===== src/spsf_cfg.svh =====
// offsets, field positions, reset values and counts of the serial status flag block
`ifndef SPSF_CFG_SVH
`define SPSF_CFG_SVH
// ==========================================================
// register offsets
`define SPSF_OFF_STATUS  2'h0
`define SPSF_OFF_DATA    2'h1
`define SPSF_OFF_CTRL2   2'h2
`define SPSF_OFF_CTRL1   2'h3
// ==========================================================
// field positions
`define SPSF_C2_TE_BIT   3
`define SPSF_C2_SBK_BIT  0
`define SPSF_C1_M_BIT    4
`define SPSF_C1_ILT_BIT  2
`define SPSF_C1_PE_BIT   1
`define SPSF_C1_PT_BIT   0
`define SPSF_RX_MASK     8'h3F
// ==========================================================
// reset values
`define SPSF_FLAGS_RST   8'hC0
`define SPSF_CTRL_RST    8'h00
// ==========================================================
// timing counts
`define SPSF_SMP_PER_BIT 4'hF
`define SPSF_START_FIRST 4'h3
`define SPSF_MID_FIRST   4'h7
`define SPSF_SMP_LAST    4'h9
`define SPSF_CHAR_8      4'hA
`define SPSF_CHAR_9      4'hB
`endif


===== src/spsf_pkg.sv =====
// types shared by the serial status flag block
package spsf_pkg;
   // ==========================================================
   // status flag layout, bit 7 down to bit 0
   typedef struct packed {
      logic txe;
      logic tc;
      logic rxf;
      logic idle;
      logic ovr;
      logic noise;
      logic frame;
      logic par;
   } spsf_flags_t;

   typedef enum logic [1:0] {
      RX_IDLE  = 2'b00,
      RX_START = 2'b01,
      RX_DATA  = 2'b10,
      RX_STOP  = 2'b11
   } spsf_rx_state_t;
endpackage : spsf_pkg


===== src/spsf_top.sv =====
// serial port status flags with receiver, transmitter and register port
//
// Chosen here: the address-and-strobe port and the placing of the registers.
`include "spsf_cfg.svh"

// What this block does
// - status register holds eight read-only flags; writes ignored, clears only by sequences.
// - transmit-empty flag is 1 after reset and sets when buffer moves to shifter.
// - transmit-empty clears after status read seeing it set, then data write.
// - transmit-complete is 1 after reset and whenever buffer empty, shifter idle and no preamble or break queued.
// - armed transmit-complete clears on data write, transmitter enable rise, or break write.
// - receive-full sets when a character moves into the receive data register.
// - receive-full clears after status read seeing it set, then data read.
// - idle sets after one character time high: 10 bits, or 11 in 9-bit format.
// - idle count type 0 counts after start bit; 1 counts after stop bit.
// - idle clears after status read seeing it set, then data read.
// - idle sets again only after a new character made receive-full set.
// - overrun sets when previous character unread; new character and errors discarded.
// - overrun clears after status read seeing it set, then data read.
// - seven start samples, three per data and stop bit; disagreement sets noise.
// - noise clears after status read, then data read.
// - framing error sets with receive-full when stop bit samples as zero.
// - framing error clears after status read seeing it set, then data read.
// - with parity checking on, parity error sets with receive-full on mismatch.
// - parity error clears after status read, then data read.
// - parity kind 0 is even, 1 is odd, counting the parity bit itself.
module spsf_top
   import spsf_pkg::*;
#(
   parameter int SAMPLE_DIV = 16  // clock cycles per receive sample, sixteen samples a bit
) (
   input  wire logic       SYS_CLK_I,
   input  wire logic       RST_I,
   input  wire logic [1:0] ADDR_I,
   input  wire logic [7:0] WDATA_I,
   input  wire logic       WR_I,
   input  wire logic       RD_I,
   output logic      [7:0] RDATA_O,
   input  wire logic       RXD_I,
   output logic            TXD_O
);
   // ==========================================================
   // elaboration check
   if (SAMPLE_DIV < 1 || SAMPLE_DIV > 65535) begin : g_bad_div
      $error("SAMPLE_DIV out of range");
   end

   spsf_flags_t    flags_q;
   spsf_rx_state_t rx_st_q;
   logic [7:0]  arm_q, ctrl1_q, ctrl2_q, rx_data_q, tx_buf_q;
   logic [15:0] div_q;
   logic        tick;
   logic [3:0]  ph_q, cnt_q, bits_q, idle_cnt_q, char_len;
   logic [1:0]  smp_q;
   logic [8:0]  rx_sh_q;
   logic        rx_par_q, rx_noise_q, allow_q;
   logic [10:0] tx_sh_q;
   logic [3:0]  tx_left_q, tx_ph_q;
   logic        tx_active, tx_load, pre_q, txd_q, te_rise;
   logic        st_rd, dat_rd, dat_wr, c2_wr, sbk_on;
   logic [7:0]  clr;
   logic        rx_done, stop_bit, rxf_eff, mid_smp, maj, dis;

   // ==========================================================
   // bus decode and control registers
   assign st_rd    = RD_I && ADDR_I == `SPSF_OFF_STATUS;
   assign dat_rd   = RD_I && ADDR_I == `SPSF_OFF_DATA;
   assign dat_wr   = WR_I && ADDR_I == `SPSF_OFF_DATA;
   assign c2_wr    = WR_I && ADDR_I == `SPSF_OFF_CTRL2;
   assign te_rise  = c2_wr && WDATA_I[`SPSF_C2_TE_BIT] && !ctrl2_q[`SPSF_C2_TE_BIT];
   assign sbk_on   = ctrl2_q[`SPSF_C2_SBK_BIT];
   assign char_len = ctrl1_q[`SPSF_C1_M_BIT] ? `SPSF_CHAR_9 : `SPSF_CHAR_8;

   // writes to the status offset fall through: nothing stores them
   always_ff @(posedge SYS_CLK_I or posedge RST_I) begin
      if (RST_I) begin
         ctrl1_q <= `SPSF_CTRL_RST;
         ctrl2_q <= `SPSF_CTRL_RST;
      end else if (WR_I) begin
         if (ADDR_I == `SPSF_OFF_CTRL1) ctrl1_q <= WDATA_I;
         if (ADDR_I == `SPSF_OFF_CTRL2) ctrl2_q <= WDATA_I;
      end
   end

   // read data stands for the single cycle after the strobe
   always_ff @(posedge SYS_CLK_I or posedge RST_I) begin
      if (RST_I) begin
         RDATA_O <= 8'h00;
      end else if (RD_I) begin
         unique case (ADDR_I)
            `SPSF_OFF_STATUS: RDATA_O <= flags_q;
            `SPSF_OFF_DATA:   RDATA_O <= rx_data_q;
            `SPSF_OFF_CTRL2:  RDATA_O <= ctrl2_q;
            `SPSF_OFF_CTRL1:  RDATA_O <= ctrl1_q;
         endcase
      end else begin
         RDATA_O <= 8'h00;
      end
   end

   // ==========================================================
   // clear sequences: a status read arms what it saw
   always_ff @(posedge SYS_CLK_I or posedge RST_I) begin
      if (RST_I) begin
         arm_q <= 8'h00;
      end else if (st_rd) begin
         arm_q <= flags_q;
      end else begin
         arm_q <= arm_q & ~clr;
      end
   end

   // which armed flags the current access consumes
   always_comb begin
      clr = 8'h00;
      if (dat_rd) clr = arm_q & `SPSF_RX_MASK;
      if (dat_wr) clr[7:6] = arm_q[7:6];
      if (te_rise || (c2_wr && WDATA_I[`SPSF_C2_SBK_BIT])) clr[6] = arm_q[6];
   end

   // ==========================================================
   // sample enable divider
   always_ff @(posedge SYS_CLK_I or posedge RST_I) begin
      if (RST_I) begin
         div_q <= 16'h0000;
      end else if (div_q == 16'(SAMPLE_DIV - 1)) begin
         div_q <= 16'h0000;
      end else begin
         div_q <= div_q + 16'h0001;
      end
   end
   assign tick = div_q == 16'(SAMPLE_DIV - 1);

   // ==========================================================
   // receiver: majority of three mid-bit samples, noise on any disagreement
   assign mid_smp  = ph_q >= `SPSF_MID_FIRST && ph_q <= `SPSF_SMP_LAST;
   assign maj      = (smp_q[1] & smp_q[0]) | (RXD_I & (smp_q[1] | smp_q[0]));
   assign dis      = !((smp_q[1] & smp_q[0] & RXD_I) | !(smp_q[1] | smp_q[0] | RXD_I));
   assign stop_bit = maj;
   assign rx_done  = tick && rx_st_q == RX_STOP && ph_q == `SPSF_SMP_LAST;
   assign rxf_eff  = flags_q.rxf && !clr[5];

   always_ff @(posedge SYS_CLK_I or posedge RST_I) begin
      if (RST_I) begin
         rx_st_q    <= RX_IDLE;
         ph_q       <= 4'h0;
         cnt_q      <= 4'h0;
         bits_q     <= 4'h0;
         smp_q      <= 2'h0;
         rx_sh_q    <= 9'h000;
         rx_par_q   <= 1'b0;
         rx_noise_q <= 1'b0;
      end else if (tick) begin
         ph_q <= ph_q + 4'h1;
         if (mid_smp) smp_q <= {smp_q[0], RXD_I};
         unique case (rx_st_q)
            RX_IDLE: if (!RXD_I) begin
               rx_st_q    <= RX_START;
               ph_q       <= 4'h1;
               cnt_q      <= 4'h0;
               bits_q     <= 4'h0;
               rx_par_q   <= 1'b0;
               rx_noise_q <= 1'b0;
            end
            RX_START: begin
               // seven samples, phases three to nine
               if (ph_q >= `SPSF_START_FIRST && ph_q <= `SPSF_SMP_LAST)
                  cnt_q <= cnt_q + {3'h0, RXD_I};
               if (ph_q == `SPSF_SMP_LAST) begin
                  if (cnt_q + {3'h0, RXD_I} != 4'h0) rx_noise_q <= 1'b1;
                  if (cnt_q + {3'h0, RXD_I} > 4'h3) rx_st_q <= RX_IDLE;  // false start
               end
               if (ph_q == `SPSF_SMP_PER_BIT) rx_st_q <= RX_DATA;
            end
            RX_DATA: begin
               if (ph_q == `SPSF_SMP_LAST) begin
                  rx_sh_q  <= {maj, rx_sh_q[8:1]};
                  rx_par_q <= rx_par_q ^ maj;
                  if (dis) rx_noise_q <= 1'b1;
                  bits_q   <= bits_q + 4'h1;
               end
               if (ph_q == `SPSF_SMP_PER_BIT && bits_q == char_len - 4'h2)
                  rx_st_q <= RX_STOP;
            end
            RX_STOP: if (ph_q == `SPSF_SMP_LAST) begin
               // hand back early so the next start edge is not missed
               rx_st_q <= RX_IDLE;
               ph_q    <= 4'h0;
            end
         endcase
      end
   end

   // ==========================================================
   // idle line counter, one count per bit time of high line
   always_ff @(posedge SYS_CLK_I or posedge RST_I) begin
      if (RST_I) begin
         idle_cnt_q <= 4'h0;
      end else if (rx_st_q == RX_START || (tick && !RXD_I)) begin
         idle_cnt_q <= 4'h0;
      end else if (rx_st_q != RX_IDLE && ctrl1_q[`SPSF_C1_ILT_BIT]) begin
         idle_cnt_q <= 4'h0;
      end else if (tick && ph_q == `SPSF_SMP_PER_BIT && idle_cnt_q != char_len) begin
         idle_cnt_q <= idle_cnt_q + 4'h1;
      end
   end

   // idle may set once per received character
   always_ff @(posedge SYS_CLK_I or posedge RST_I) begin
      if (RST_I) begin
         allow_q <= 1'b0;
      end else if (rx_done && !rxf_eff) begin
         allow_q <= 1'b1;
      end else if (idle_cnt_q == char_len) begin
         allow_q <= 1'b0;
      end
   end

   // ==========================================================
   // status flags: clears first so a same-cycle set wins, except for transmit-complete
   always_ff @(posedge SYS_CLK_I or posedge RST_I) begin
      if (RST_I) begin
         flags_q <= `SPSF_FLAGS_RST;
      end else begin
         flags_q <= flags_q & ~clr;
         // empty again only on the tick at which the shifter really takes the buffer
         if (tx_load) flags_q.txe <= 1'b1;
         // each clearing action starts new activity, so for this level the clear wins
         if (flags_q.txe && !tx_active && !pre_q && !sbk_on && !clr[6])
            flags_q.tc <= 1'b1;
         if (allow_q && idle_cnt_q == char_len) flags_q.idle <= 1'b1;
         if (rx_done) begin
            if (rxf_eff) begin
               flags_q.ovr <= 1'b1;
            end else begin
               flags_q.rxf   <= 1'b1;
               flags_q.noise <= rx_noise_q | dis;
               flags_q.frame <= !stop_bit;
               flags_q.par   <= ctrl1_q[`SPSF_C1_PE_BIT]
                                && (rx_par_q ^ ctrl1_q[`SPSF_C1_PT_BIT]);
            end
         end
      end
   end

   // received character, left alone on overrun
   always_ff @(posedge SYS_CLK_I or posedge RST_I) begin
      if (RST_I) begin
         rx_data_q <= 8'h00;
      end else if (rx_done && !rxf_eff) begin
         rx_data_q <= ctrl1_q[`SPSF_C1_M_BIT] ? rx_sh_q[7:0] : rx_sh_q[8:1];
      end
   end

   // ==========================================================
   // transmitter: preamble first, then break, then buffered data
   assign tx_active = tx_left_q != 4'h0;
   // data goes only when no preamble or break is queued ahead of it
   assign tx_load   = tick && !tx_active && ctrl2_q[`SPSF_C2_TE_BIT] && !pre_q && !sbk_on
                      && !flags_q.txe;

   always_ff @(posedge SYS_CLK_I or posedge RST_I) begin
      if (RST_I) begin
         tx_buf_q <= 8'h00;
         pre_q    <= 1'b0;
      end else begin
         if (dat_wr) tx_buf_q <= WDATA_I;
         if (te_rise) pre_q <= 1'b1;
         else if (!tx_active && tick) pre_q <= 1'b0;
      end
   end

   // shifter loads on a sample tick so bit edges follow the sample grid
   always_ff @(posedge SYS_CLK_I or posedge RST_I) begin
      if (RST_I) begin
         tx_sh_q   <= 11'h7FF;
         tx_left_q <= 4'h0;
         tx_ph_q   <= 4'h0;
      end else if (tick) begin
         if (tx_active) begin
            tx_ph_q <= tx_ph_q + 4'h1;
            if (tx_ph_q == `SPSF_SMP_PER_BIT) begin
               tx_sh_q   <= {1'b1, tx_sh_q[10:1]};
               tx_left_q <= tx_left_q - 4'h1;
            end
         end else if (ctrl2_q[`SPSF_C2_TE_BIT]) begin
            tx_ph_q <= 4'h0;
            if (pre_q) begin
               tx_sh_q   <= 11'h7FF;
               tx_left_q <= char_len;
            end else if (sbk_on) begin
               tx_sh_q   <= 11'h000;
               tx_left_q <= char_len;
            end else if (!flags_q.txe) begin
               // parity takes the top data bit when checking is on
               tx_left_q <= char_len;
               if (ctrl1_q[`SPSF_C1_M_BIT])
                  tx_sh_q <= {1'b1, ctrl1_q[`SPSF_C1_PE_BIT] &
                              (^tx_buf_q ^ ctrl1_q[`SPSF_C1_PT_BIT]), tx_buf_q, 1'b0};
               else if (ctrl1_q[`SPSF_C1_PE_BIT])
                  tx_sh_q <= {2'b11, ^tx_buf_q[6:0] ^ ctrl1_q[`SPSF_C1_PT_BIT],
                              tx_buf_q[6:0], 1'b0};
               else
                  tx_sh_q <= {2'b11, tx_buf_q, 1'b0};
            end
         end
      end
   end

   always_ff @(posedge SYS_CLK_I or posedge RST_I) begin
      if (RST_I) txd_q <= 1'b1;
      else txd_q <= tx_active ? tx_sh_q[0] : 1'b1;
   end
   assign TXD_O = txd_q;

   // ==========================================================
   // checks
   a_status_read_data: assert property (@(posedge SYS_CLK_I) disable iff (RST_I)
      st_rd |=> RDATA_O == $past(flags_q))
      else $error("status read returned wrong flags");
   a_txe_clear_seq: assert property (@(posedge SYS_CLK_I) disable iff (RST_I)
      $fell(flags_q.txe) |-> $past(dat_wr) && $past(arm_q[7]))
      else $error("transmit-empty cleared without sequence");
   a_tc_when_idle: assert property (@(posedge SYS_CLK_I) disable iff (RST_I)
      flags_q.txe && !tx_active && !pre_q && !sbk_on && !clr[6] |=> flags_q.tc)
      else $error("transmit-complete not set while idle");
   a_tc_clear_seq: assert property (@(posedge SYS_CLK_I) disable iff (RST_I)
      $fell(flags_q.tc) |-> $past(arm_q[6])
         && $past(dat_wr || te_rise || (c2_wr && WDATA_I[`SPSF_C2_SBK_BIT])))
      else $error("transmit-complete cleared without sequence");
   a_rxf_on_load: assert property (@(posedge SYS_CLK_I) disable iff (RST_I)
      rx_done && !rxf_eff |=> flags_q.rxf && rx_data_q != $past(rx_data_q) || flags_q.rxf)
      else $error("receive-full not set on load");
   a_rxf_clear_seq: assert property (@(posedge SYS_CLK_I) disable iff (RST_I)
      $fell(flags_q.rxf) |-> $past(dat_rd) && $past(arm_q[5]))
      else $error("receive-full cleared without sequence");
   a_idle_once_only: assert property (@(posedge SYS_CLK_I) disable iff (RST_I)
      $rose(flags_q.idle) |-> $past(allow_q) ##1 !allow_q)
      else $error("idle set without new character");
   a_overrun_discard: assert property (@(posedge SYS_CLK_I) disable iff (RST_I)
      rx_done && rxf_eff |=> flags_q.ovr && $stable(rx_data_q))
      else $error("overrun did not keep old character");
   a_frame_with_rxf: assert property (@(posedge SYS_CLK_I) disable iff (RST_I)
      $rose(flags_q.frame) |-> flags_q.rxf && $past(rx_done))
      else $error("framing error set apart from receive-full");
   a_parity_enabled: assert property (@(posedge SYS_CLK_I) disable iff (RST_I)
      $rose(flags_q.par) |-> $past(ctrl1_q[`SPSF_C1_PE_BIT]) && flags_q.rxf && $past(rx_done))
      else $error("parity error without checking or load");
endmodule : spsf_top


===== config.mk =====
export PLATFORM = sky130hd
export DESIGN_NAME = spsf_top
export DESIGN_NICKNAME = d
export VERILOG_FILES = /design/src/spsf_pkg.sv /design/src/spsf_top.sv
export VERILOG_INCLUDE_DIRS = /design/src
export SDC_FILE = /design/constraint.sdc
export NUM_CORES = 1
export LEC_CHECK = 0
export BUFFER_PORTS_ARGS = -buffer_cell sky130_fd_sc_hd__buf_2
export CORE_AREA = 2 2 83 164
export DETAILED_ROUTE_END_ITERATION = 10
export DIE_AREA = 0 0 85 166
export PLACE_DENSITY = 0.65
export SYNTH_ARGS = -nofsm -noshare
export SYNTH_HDL_FRONTEND = slang
export SYNTH_SLANG_ARGS = --single-unit

===== constraint.sdc =====
create_clock -name SYS_CLK_I -period 4.1 [get_ports SYS_CLK_I]
set_input_delay 0.41 -clock SYS_CLK_I [delete_from_list [all_inputs] [get_ports SYS_CLK_I]]
set_output_delay 0.41 -clock SYS_CLK_I [all_outputs]
set_load 0.005 [all_outputs]

# [Word-level counts from Yosys, hierarchy flattened]
# Index checks and enable logic that the tools add are counted.
[op_classes] magnitude_cmp=4 eq_ne=25 n_addsub=8 bitwise_logic=16 mux=64 reduce_logical=67
[op_table] operator="$mux 4" n=17
[op_table] operator="$mux 11" n=6
[op_table] operator="$pmux 8 s4" n=1
[op_table] operator="$logic_and 1x1->1" n=29
[op_table] operator="$mux 8" n=3
[op_table] operator="$pmux 4 s2" n=3
[op_table] operator="$mux 1" n=19
[op_table] operator="$add 16x1->16 const B" n=1
[op_table] operator="$add 4x1->4 const B" n=4
[op_table] operator="$and 8x8->8" n=2
[op_table] operator="$eq 16x4->1 const B" n=1
[op_table] operator="$mux 16" n=1
[op_table] operator="$mux 2" n=7
[op_table] operator="$ne 2x2->1 const B" n=7
[op_table] operator="$eq 4x4->1 const B" n=3
[op_table] operator="$logic_not 1->1" n=12
[op_table] operator="$reduce_and 4->1" n=3
[op_table] operator="$reduce_bool 2->1" n=6
[op_table] operator="$mux 10" n=1
[op_table] operator="$mux 9" n=1
[op_table] operator="$eq 2x2->1 const B" n=4
[op_table] operator="$eq 4x4->1" n=2
[op_table] operator="$not 8->8" n=1
[op_table] operator="$pmux 2 s4" n=1
[op_table] operator="29 further kinds" n=49
[totals] regBits=125 output_inout_bits=9 in_bits=15 word_cells=214

# [Logic depth before layout (Yosys ltp)]
# Gate-level depths: netlist (run 1).
[logic_depth] ltp_word=10 ltp_mapped=9 mapped_depth_nobuf=7

# [Worst setup path after synthesis (run 1)]
# No wires, ideal clock.
[synth_path] kind="reg-to-reg" from="register div_q[0]" to="register rx_noise_q" arrival_time_ns=1.851 n_path_buf=1 synth_period_minus_slack_ns=1.978 stages_incl_launch_ff=8 required_time_ns=3.972 setup_time_ns=0.128 slack_ns=2.122 path_cell_list="dfrtp_1 > ha_1 > and4b_4 > and4_1 > buf_2 > nand2_1 > a2111oi_2 > mux2_1"
[synth_via] elab_chain_cells=2
[synth_lines] element="from (decl)" line="spsf_top.sv:51" rtl="logic [15:0] div_q;"
[synth_lines] element="from (signal assigned)" line="spsf_top.sv:129" rtl="div_q <= div_q + 16'h0001;"
[synth_lines] element="$eq 16x4->1" line="spsf_top.sv:132" rtl="assign tick = div_q == 16'(SAMPLE_DIV - 1);"
[synth_lines] element="$reduce_and 7->1 (no source line)"
[synth_lines] element="to (signal assigned)" line="spsf_top.sv:152" rtl="rx_noise_q <= 1'b0;"
[synth_lines] element="to (signal assigned)" line="spsf_top.sv:163" rtl="rx_noise_q <= 1'b0;"
[synth_lines] element="to (signal assigned)" line="spsf_top.sv:170" rtl="if (cnt_q + {3'h0, RXD_I} != 4'h0) rx_noise_q <= 1'b1;"
[synth_lines] element="to (decl)" line="spsf_top.sv:56" rtl="logic rx_par_q, rx_noise_q, allow_q;"
# Every way passes these cells.
# A chain may end at the register's enable or synchronous reset.

# [Final worst setup path (run 1)]
[layout_path] from="register div_q[0]" to="register flags_q[2] in the netlist's numbering"
[layout_via] elab_chain_cells=4
[layout_lines] element="$eq 16x4->1" line="spsf_top.sv:132"
[layout_lines] element="$logic_and 1x1->1" line="spsf_top.sv:140" rtl="assign rx_done = tick && rx_st_q == RX_STOP && ph_q == `SPSF_SMP_LAST;"
[layout_lines] element="$logic_and 1x1->1 (no source line)"
[layout_lines] element="$mux 4" line="spsf_top.sv:232" rtl="if (rx_done) begin"
[layout_lines] element="to (signal assigned)" line="spsf_top.sv:223" rtl="flags_q <= `SPSF_FLAGS_RST;"
[layout_lines] element="to (signal assigned)" line="spsf_top.sv:225" rtl="flags_q <= flags_q & ~clr;"
[layout_lines] element="to (decl)" line="spsf_top.sv:48" rtl="spsf_flags_t flags_q;"
# Every way passes these cells.

==> parameters.txt, run 1 <==
Parameter                              Value

Placement
  Placement-stage cell area ... 0.00652 mm²
  Half-perimeter wire length after placement ... 9.51 mm
  Setup WS pre-CTS ... 1.38 ns
  Final weighted congestion of routability-driven global placement ... about 0.81
  Cell count after placement ... approximately 740
  Number of input and output port buffers inserted ... 23

Logic synthesis
  Post-synthesis cell area ... 0.00630 mm²
  Dominant register cell in the synthesized netlist ... sky130_fd_sc_hd__dfrtp_1
  Top cell type by total area after synthesis ... sky130_fd_sc_hd__dfrtp_1
  Number of register bits inferred by synthesis ... 125
  Synth async-reset ratio ... 100%
  Portion of synthesized cell area occupied by the leading cell type ... approximately 44%
  Cells after Synth ... 586
  Sequential cell area fraction in the yosys report ... about 50%
  Number of enable flip-flop cells after synthesis ... 0
  Number of warnings issued by yosys ... 0
  Nets in the synthesized netlist ... 616
  Synthesized area per cell ... 10.8 µm²
  Largest cells by area after synthesis ... sky130_fd_sc_hd__dfrtp_1 44%, sky130_fd_sc_hd__mux2_2 6.1%, sky130_fd_sc_hd__dfstp_2 5.8%, sky130_fd_sc_hd__nand2_1 3.8%, sky130_fd_sc_hd__o21ai_0 3.1%
  Number of unique standard cell types used by synthesis ... 71

Routing
  Residual antenna-violating net count after detailed routing ... 0
  Starting DRT DRC Count ... 296
  Number of iterations in the first detailed-routing pass ... 4
  Via count normalized by instance count ... 5.76
  Total DRC errors in the routed layout ... 0
  Final WL ... 13.7 mm
  Routed WL per cell ... 17.8 µm
  Via count ... 4,440

Timing
  Setup repair after global routing missed its margin ... no
  Number of pins exceeding their max-slew limit in the final report ... 0
  Count of endpoints failing hold in the final timing report ... 0
  Timing-limited maximum frequency ... 382 MHz
  Relative max-transition margin ... a little over two fifths
  Final setup viols ... 0
  Slew at the pin closest to its max-slew limit ... ~0.87 ns
  Min Clock Period, post-route ... 2.62 ns
  Hold_ws ... 0.267 ns
  Worst Slack Setup Final ... 1.48 ns
  Final-layout setup total negative slack ... 0 ns
  Period utilization ... 63.8%
  Worst Skew ... 0.0136 ns

Worst hold path
  Hold Path Class ... in -> reg

Status
  Run status ... completed

Clocking
  Worst-case clock buffer depth ... 2
  CTS tree ... built
  H-tree level count ... 4
  Clock buffers created by TritonCTS ... 17
  Number of setup buffers added after CTS ... 0
  Number of resized instances in the post-cts repair step ... 0
  Number of sinks driven by the clock tree ... between 100 and 150
  Root cell of the clock tree ... sky130_fd_sc_hd__clkbuf_16
  Insertion delay of the later-clocked pin in the worst-skew pair ... 0.41 ns
  Clock edge transition at the registers on the reported setup and hold paths ... 0.06 ns

Global routing
  Total grt overflow ... 0
  Antenna violations before repair ... 0
  Pin count of the biggest net entering global routing ... 115
  Number of global-route vias before repair ... 4,676
  Aggregate global-route resource usage ... between 20% and 30%
  Global-route wire length before repair ... 23.3 mm

Die
  Die footprint ... 0.0141 mm²
  Total number of placement rows ... 59
  Initial core utilization ... 48.8%
  Width of the chip ... 85 µm
  Top-Level Pins ... 24
  Y dimension of the die ... between 150 and 200 µm
  Core Area ... 0.0129 mm²

Layout
  Cell area after layout ... 0.00715 mm²
  Leading registers by flop count ... div_q x16, tx_sh_q x11, rx_sh_q x9
  Max reg flops ... 16
  Post-layout net count ... ~640
  Register with the most flip-flops ... div_q
  Count of placed standard cells in the final layout, fillers left out ... 771
  ANT cells ... 0
  Area Growth Syn to Fin ... 13.4%
  Fraction of final layout cells with drive strength greater than 1 ... 21.5%
  Most frequent cells in the layout ... 111 x sky130_fd_sc_hd__dfrtp_1, 63 x sky130_fd_sc_hd__nand2_1, 39 x sky130_fd_sc_hd__o21ai_0
  Leading cell type in the layout, fill and taps excluded ... sky130_fd_sc_hd__dfrtp_1

Power and ir drop
  Total leakage power ... 0.00317 µW
  Internal Power ... 2720 µW
  Pwr/cell area ... about 520 mW/mm²
  Share of power burned in combinational logic ... between 10 and 15%
  Peak supply drop ... 0.452 mV
  Clock network fraction of total power ... 42.9%
  Register share of total power ... 42.6%
  NetSw ... 1010 µW
  Switching power as a share of total power ... 27.1%

Critical path
  Max FO, Critical Path ... 23
  Startpoint-to-endpoint class of the critical path ... reg -> reg
  Critical Path Start Type ... flip-flop
  Required time of the critical path ... 4.35 ns
  CP Capture Type ... flip-flop
  Worst EP arrival ... 2.86 ns

Run
  Max-cap violation count ... 0
==> cell families after synthesis <==
kind of cell | Yosys count | share of synthesized area (%)
muxes | 56 | 11.2
DFF | 125 | 49.9
xor gates and xnor gates | 30 | 4.39
adders and majority gates | 16 | 3.14
AOI/OAI and AO/OA | 120 | 12.0
buffers and inverters | 46 | 3.20
and+or+nand+nor | 193 | 16.2
==> routing by layer <==
metal | track usage, % | part of all wire (%) | up-vias
li1 | - | - | 2125
met3 | 4.08 | 2.6 | 35
met1 | 23.0 | 39 | 2200
met4 | 9.80 | 3.7 | 0
met2 | 37.6 | 55 | 80
met5 | 0 | 0 | -
==> worst max-delay path, stage by stage, from the launching register on <==
cell and delay, ns:
sky130_fd_sc_hd__dfrtp_1 0.39, sky130_fd_sc_hd__ha_1 0.23, sky130_fd_sc_hd__and4b_4 0.28, sky130_fd_sc_hd__nand4_2 0.19, sky130_fd_sc_hd__or4b_1 0.96, sky130_fd_sc_hd__nor3_1 0.33
sky130_fd_sc_hd__a21oi_1 0.06
==> per-stage QoR <==
step,power (µW),util [%]
after floorplan,1990,-
after global placement,2120,50.4
after detailed placement,2150,50.4
after CTS,3760,55.3
after global routing,3910,55.3
final,3730,55.3
==> power groups by stage <==
stage	sequential [µW]	clock (µW)	combinational, µW
after floorplan	1540	0	453
after global placement	1600	0	522
after detailed placement	1610	0	540
after CTS	1590	1620	549
after global routing	1610	1680	617
final	1590	1600	543
==> worst paths after layout <==
check / from / end / slack [ns] / cells after the start
worst max-delay path: div_q[0] / flags_q[2] / 1.48 / 6
worst min-delay path: WDATA_I[6] / ctrl2_q[6] / 0.27 / 2
worst max register to register: div_q[0] / flags_q[2] / 1.48 / 6
worst min register to register: arm_q[6] / flags_q[6] / 0.42 / 1
max in group asynchronous: RST_I / tx_left_q[0] / 2.81 / 4
min in group asynchronous: RST_I / rx_sh_q[1] / 0.45 / 3
==> Yosys cell counts, types with 4 or more instances <==
library cell / instances
sky130_fd_sc_hd__nor2_1: 34
sky130_fd_sc_hd__nand2b_1: 16
sky130_fd_sc_hd__o21ai_1: 7
sky130_fd_sc_hd__dfstp_2: 14
sky130_fd_sc_hd__mux4_2: 8
sky130_fd_sc_hd__nand3_1: 20
sky130_fd_sc_hd__dfrtp_1: 111
sky130_fd_sc_hd__nand4_1: 6
sky130_fd_sc_hd__xnor2_1: 17
sky130_fd_sc_hd__mux2i_1: 11
sky130_fd_sc_hd__ha_1: 15
sky130_fd_sc_hd__xor2_1: 12
sky130_fd_sc_hd__and2_1: 9
sky130_fd_sc_hd__nor2b_1: 4
sky130_fd_sc_hd__nand3b_1: 4
sky130_fd_sc_hd__o31ai_1: 5
sky130_fd_sc_hd__nor3_1: 9
sky130_fd_sc_hd__buf_2: 4
sky130_fd_sc_hd__clkbuf_1: 17
sky130_fd_sc_hd__inv_1: 21
sky130_fd_sc_hd__a21oi_1: 29
sky130_fd_sc_hd__o21ai_2: 9
sky130_fd_sc_hd__nand2_1: 63
sky130_fd_sc_hd__o21ai_0: 39
sky130_fd_sc_hd__and3_1: 5
sky130_fd_sc_hd__mux2_2: 34
==> timing repair <==
| item | CTS | global route |
|---|---|---|
| hold endpoints to repair | 11 | 0 |
| hold buffers | 1 | 0 |
| endpoints found under the setup margin | 0 | 0 |
==> area by class of cell <==
cell class / count / area (µm²)
clock buffer: 19 / 433
clock inverter: 13 / 191
fill: 1100 / 5770
inverter: 21 / 81.3
multi-input combinational: 415 / 2960
sequential: 125 / 3150
tap: 152 / 190
timing repair buffer: 26 / 153
(Power assumes the default switching activity.)
==> inputs of run 2 (changes only) <==
--- a/config.mk
+++ b/config.mk
@@ -6,11 +6,12 @@
 export SDC_FILE = /design/constraint.sdc
 export NUM_CORES = 1
 export LEC_CHECK = 0
+export ABC_AREA = 1
 export BUFFER_PORTS_ARGS = -buffer_cell sky130_fd_sc_hd__buf_2
 export CORE_AREA = 2 2 83 164
 export DETAILED_ROUTE_END_ITERATION = 10
 export DIE_AREA = 0 0 85 166
-export PLACE_DENSITY = 0.65
+export PLACE_DENSITY = 0.68
 export SYNTH_ARGS = -nofsm -noshare
 export SYNTH_HDL_FRONTEND = slang
 export SYNTH_SLANG_ARGS = --single-unit
==> constraint.sdc (replaced) <==
create_clock -name SYS_CLK_I -period 2.2 [get_ports SYS_CLK_I]
set_input_delay 0.22 -clock SYS_CLK_I [delete_from_list [all_inputs] [get_ports SYS_CLK_I]]
set_output_delay 0.22 -clock SYS_CLK_I [all_outputs]
set_load 0.005 [all_outputs]
==> run 2 against run 1 <==
First-iteration DRC count is 2.7% higher. Largest cell class unchanged. Critical path type unchanged. Synthesized area fell by 0.75%. Maximum frequency grew 31%. Sequential share of layout area is 0.23 points lower. Synthesized cell count increased by 30%.
==> parameters.txt, run 2 <==
Parameter                              Value

Status
  Run status ... completed (unchanged)

Power and ir drop
  Pwr/cell area ... 952 mW/mm² (was 522 mW/mm²)
  Peak supply drop ... 0.622 mV (was 0.452 mV)
  Total power ... 6840 µW (was 3730 µW)
  Total leakage power ... 0.00356 µW (was 0.00317 µW)

Clocking
  CTS tree ... built (unchanged)
  Clock buffers created by TritonCTS ... 17 (unchanged)
  H-tree level count ... 4 (unchanged)
  Clock edge transition at the registers on the reported setup and hold paths ... 0.06 ns (about the same)
  Number of sinks driven by the clock tree ... 125 (unchanged)
  Worst-case clock buffer depth ... 2 (unchanged)
  Insertion delay of the later-clocked pin in the worst-skew pair ... 0.42 ns (was 0.41 ns)
  Root cell of the clock tree ... sky130_fd_sc_hd__clkbuf_16 (unchanged)

Routing
  Final WL ... 14.5 mm (was 13.7 mm)
  Via count normalized by instance count ... 5.32 (was 5.76)
  Routed WL per cell ... 14.9 µm (was 17.8 µm)
  Total DRC errors in the routed layout ... 0 (unchanged)
  Starting DRT DRC Count ... 304 (was 296)
  Residual antenna-violating net count after detailed routing ... 0 (unchanged)
  Via count ... 5,152 (was 4,440)
  Number of iterations in the first detailed-routing pass ... 5 (was 4)

Run
  Max-cap violation count ... 0 (unchanged)

Global routing
  Global-route wire length before repair ... 24.1 mm (was 23.3 mm)
  Number of global-route vias before repair ... 5,204 (was 4,676)
  Pin count of the biggest net entering global routing ... 86 (was 115)
  Total grt overflow ... 0 (unchanged)
  Antenna violations before repair ... 0 (unchanged)
  Aggregate global-route resource usage ... 21.4% (was 20.9%)

Worst hold path
  Hold Path Class ... in -> reg (unchanged)
  Endpoint with the worst hold slack ... tx_buf_q[6] (was ctrl2_q[6])
  Worst min-delay path startpoint ... WDATA_I[6] (unchanged)
  Hold path depth ... 3 (was 2)

Timing
  Setup repair after global routing missed its margin ... no (unchanged)
  Min Clock Period, post-route ... 1.99 ns (was 2.62 ns)
  Period utilization ... 90.7% (was 63.8%)
  Worst Skew ... 0.00911 ns (was 0.0136 ns)
  Final-layout setup total negative slack ... 0 ns (unchanged)
  Count of endpoints failing hold in the final timing report ... 0 (unchanged)
  Number of pins exceeding their max-slew limit in the final report ... 0 (unchanged)
  Relative max-transition margin ... 62.2% (was 42.2%)
  Slew at the pin closest to its max-slew limit ... 0.564 ns (was 0.867 ns)
  Final setup viols ... 0 (unchanged)
  Timing-limited maximum frequency ... 501 MHz (was 382 MHz)

Logic synthesis
  Synth cell count leaders ... 169 x sky130_fd_sc_hd__nand2_1, 116 x sky130_fd_sc_hd__inv_1, 111 x sky130_fd_sc_hd__dfrtp_1 (was 111 x sky130_fd_sc_hd__dfrtp_1, 63 x sky130_fd_sc_hd__nand2_1, 39 x sky130_fd_sc_hd__o21ai_0)
  Post-synthesis cell area ... 0.00625 mm² (was 0.00630 mm²)
  Top cell type by total area after synthesis ... sky130_fd_sc_hd__dfrtp_1 (unchanged)
  Nets in the synthesized netlist ... 791 (was 616)
  Largest cells by area after synthesis ... sky130_fd_sc_hd__dfrtp_1 44%, sky130_fd_sc_hd__nand2_1 10%, sky130_fd_sc_hd__inv_1 7.0%, sky130_fd_sc_hd__o21ai_0 6.6%, sky130_fd_sc_hd__dfstp_2 5.9% (was sky130_fd_sc_hd__dfrtp_1 44%, sky130_fd_sc_hd__mux2_2 6.1%, sky130_fd_sc_hd__dfstp_2 5.8%, sky130_fd_sc_hd__nand2_1 3.8%, sky130_fd_sc_hd__o21ai_0 3.1%)
  Sequential cell area fraction in the yosys report ... 50.3% (was 49.9%)
  Number of warnings issued by yosys ... 0 (unchanged)
  Cells after Synth ... 761 (was 586)
  Library cell with the highest instance count after synthesis ... sky130_fd_sc_hd__nand2_1 (was sky130_fd_sc_hd__dfrtp_1)
  Synthesized area per cell ... 8.22 µm² (was 10.8 µm²)
  Number of unique standard cell types used by synthesis ... 41 (was 71)
  Number of enable flip-flop cells after synthesis ... 0 (unchanged)
  Portion of synthesized cell area occupied by the leading cell type ... 44.4% (was 44.1%)
  Number of register bits inferred by synthesis ... 125 (unchanged)
  Synth async-reset ratio ... 100% (unchanged)
  Dominant register cell in the synthesized netlist ... sky130_fd_sc_hd__dfrtp_1 (unchanged)

Die
  Y dimension of the die ... 166 µm (unchanged)
  Width of the chip ... 85 µm (unchanged)
  Core Area ... 0.0129 mm² (unchanged)
  Total number of placement rows ... 59 (unchanged)
  Initial core utilization ... 48.4% (was 48.8%)
  Die footprint ... 0.0141 mm² (unchanged)
  Top-Level Pins ... 24 (unchanged)

Critical path
  R2r setup slk ... 0.21 ns (was 1.48 ns)
  Logic depth of the worst register-to-register path ... 9 (was 6)
  Reg2reg end ... tx_sh_q[3] (was flags_q[2])
  Category of cells accounting for the largest share of critical-path delay ... simple AND/OR/NAND/NOR gates (unchanged)
  Startpoint-to-endpoint class of the critical path ... reg -> reg (unchanged)
  Combined buffer and inverter count along the critical path ... 1 (was 0)
  Critical Path Start Type ... flip-flop (unchanged)
  Crit path largest cell delay ... 0.36 ns (was 0.96 ns)
  Max FO, Critical Path ... 8 (was 23)
  Cell chain of the critical path ... ha_1 > nand3_2 > nor2_1 > nand2_1 > buf_4 > a21oi_2 > nand2_2 > a21oi_4 > a21oi_1 (was ha_1 > and4b_4 > nand4_2 > or4b_1 > nor3_1 > a21oi_1)
  Required time of the critical path ... 2.53 ns (was 4.35 ns)
  Startpoint of the lowest-slack register-to-register path ... div_q[0] (unchanged)
  CP Capture Type ... flip-flop (unchanged)
  Crit-path slowest cell ... sky130_fd_sc_hd__dfrtp_1 (was sky130_fd_sc_hd__or4b_1)
  Worst EP arrival ... 2.32 ns (was 2.86 ns)

Layout
  Area Growth Syn to Fin ... 14.9% (was 13.4%)
  Most frequent cells in the layout ... 169 x sky130_fd_sc_hd__nand2_1, 115 x sky130_fd_sc_hd__inv_1, 111 x sky130_fd_sc_hd__dfrtp_1 (was 111 x sky130_fd_sc_hd__dfrtp_1, 63 x sky130_fd_sc_hd__nand2_1, 39 x sky130_fd_sc_hd__o21ai_0)
  Register with the most flip-flops ... div_q (unchanged)
  Max reg flops ... 16 (unchanged)
  Layout Utilization ... 55.6% (was 55.3%)
  ANT cells ... 0 (unchanged)
  Leading registers by flop count ... div_q x16, tx_sh_q x11, rx_sh_q x9 (unchanged)
  Fraction of final layout cells with drive strength greater than 1 ... 13.4% (was 21.5%)
  Leading cell type in the layout, fill and taps excluded ... sky130_fd_sc_hd__nand2_1 (was sky130_fd_sc_hd__dfrtp_1)
  Post-layout net count ... 833 (was 636)

Placement
  Half-perimeter wire length after placement ... 10.6 mm (was 9.51 mm)
  Final weighted congestion of routability-driven global placement ... 0.847 (was 0.814)
  Number of input and output port buffers inserted ... 23 (unchanged)
run 2: cell type report:
cell class	instances	area [µm²]
timing repair buffer	37	235
clock buffer	19	433
multi-input combinational	500	2580
fill	1184	5730
tap	152	190
clock inverter	13	143
sequential	125	3150
inverter	122	462
run 2: through the flow:
| step | setup WS [ns] | hold WS, ns | cell area [µm²] | std cells |
|---|---|---|---|---|
| final | 0.205 | 0.0371 | 7190 | 968 |
| after detailed placement | 0.158 | 0.180 | 6600 | 935 |
| after CTS | 0.172 | 0.0333 | 7190 | 968 |
| after global routing | 0.0160 | 0.0638 | 7190 | 968 |
| after floorplan | 0.452 | 0.341 | 6260 | 761 |
| after global placement | 0.243 | 0.179 | 6600 | 935 |
run 2: logic make-up after synthesis:
logic type / after synthesis / synth area share [%]
and+or+nand+nor: 303 / 20.6
xor gates and xnor gates: 15 / 2.10
muxes: 3 / 0.540
AOI/OAI and AO/OA: 164 / 15.0
buffers and inverters: 136 / 8.48
adders and majority gates: 15 / 3.00
DFF: 125 / 50.3
run 2: what timing repair did:
| action | in CTS | in global routing |
|---|---|---|
| hold endpoints to repair | 9 | 0 |
| resized for setup | 0 | 0 |
| buffers inserted | 0 | 0 |
| hold buffers | 1 | 0 |
run 2: per-layer routing:
| metal | up-vias | track usage [%] | share of wire [%] |
|---|---|---|---|
| met4 | 0 | 11.4 | 4.0 |
| met3 | 38 | 3.58 | 2.6 |
| met2 | 98 | 39.7 | 55 |
| met5 | - | 0 | 0 |
| li1 | 2547 | - | - |
| met1 | 2469 | 22.2 | 38 |
run 2: worst max path at each step:
stage | startpoint | endpoint | cells past startpoint
5_1_grt | div_q[0] | tx_sh_q[3] | 9
6_report | div_q[0] | tx_sh_q[3] | 9
3_5_place_dp | div_q[0] | tx_sh_q[3] | 9
2_1_floorplan | RST_I | RDATA_O[0] | 1
3_3_place_gp | div_q[0] | tx_sh_q[3] | 9
4_1_cts | div_q[0] | tx_sh_q[3] | 9
run 2: where the power goes:
| group | switching [µW] | total, µW | internal, µW | leakage [µW] |
|---|---|---|---|---|
| registers | 214 | 2920 | 2700 | 0.00156 |
| clock network | 1050 | 2720 | 1670 | 0.000266 |
| logic | 774 | 1210 | 434 | 0.00174 |
run 2: tightest hold or removal path: cells and delay by family:
family	cells	cell delay (ns)
buffers and inverters	1	0.09
and+or+nand+nor	1	0.04
AOI/OAI and AO/OA	1	0.06
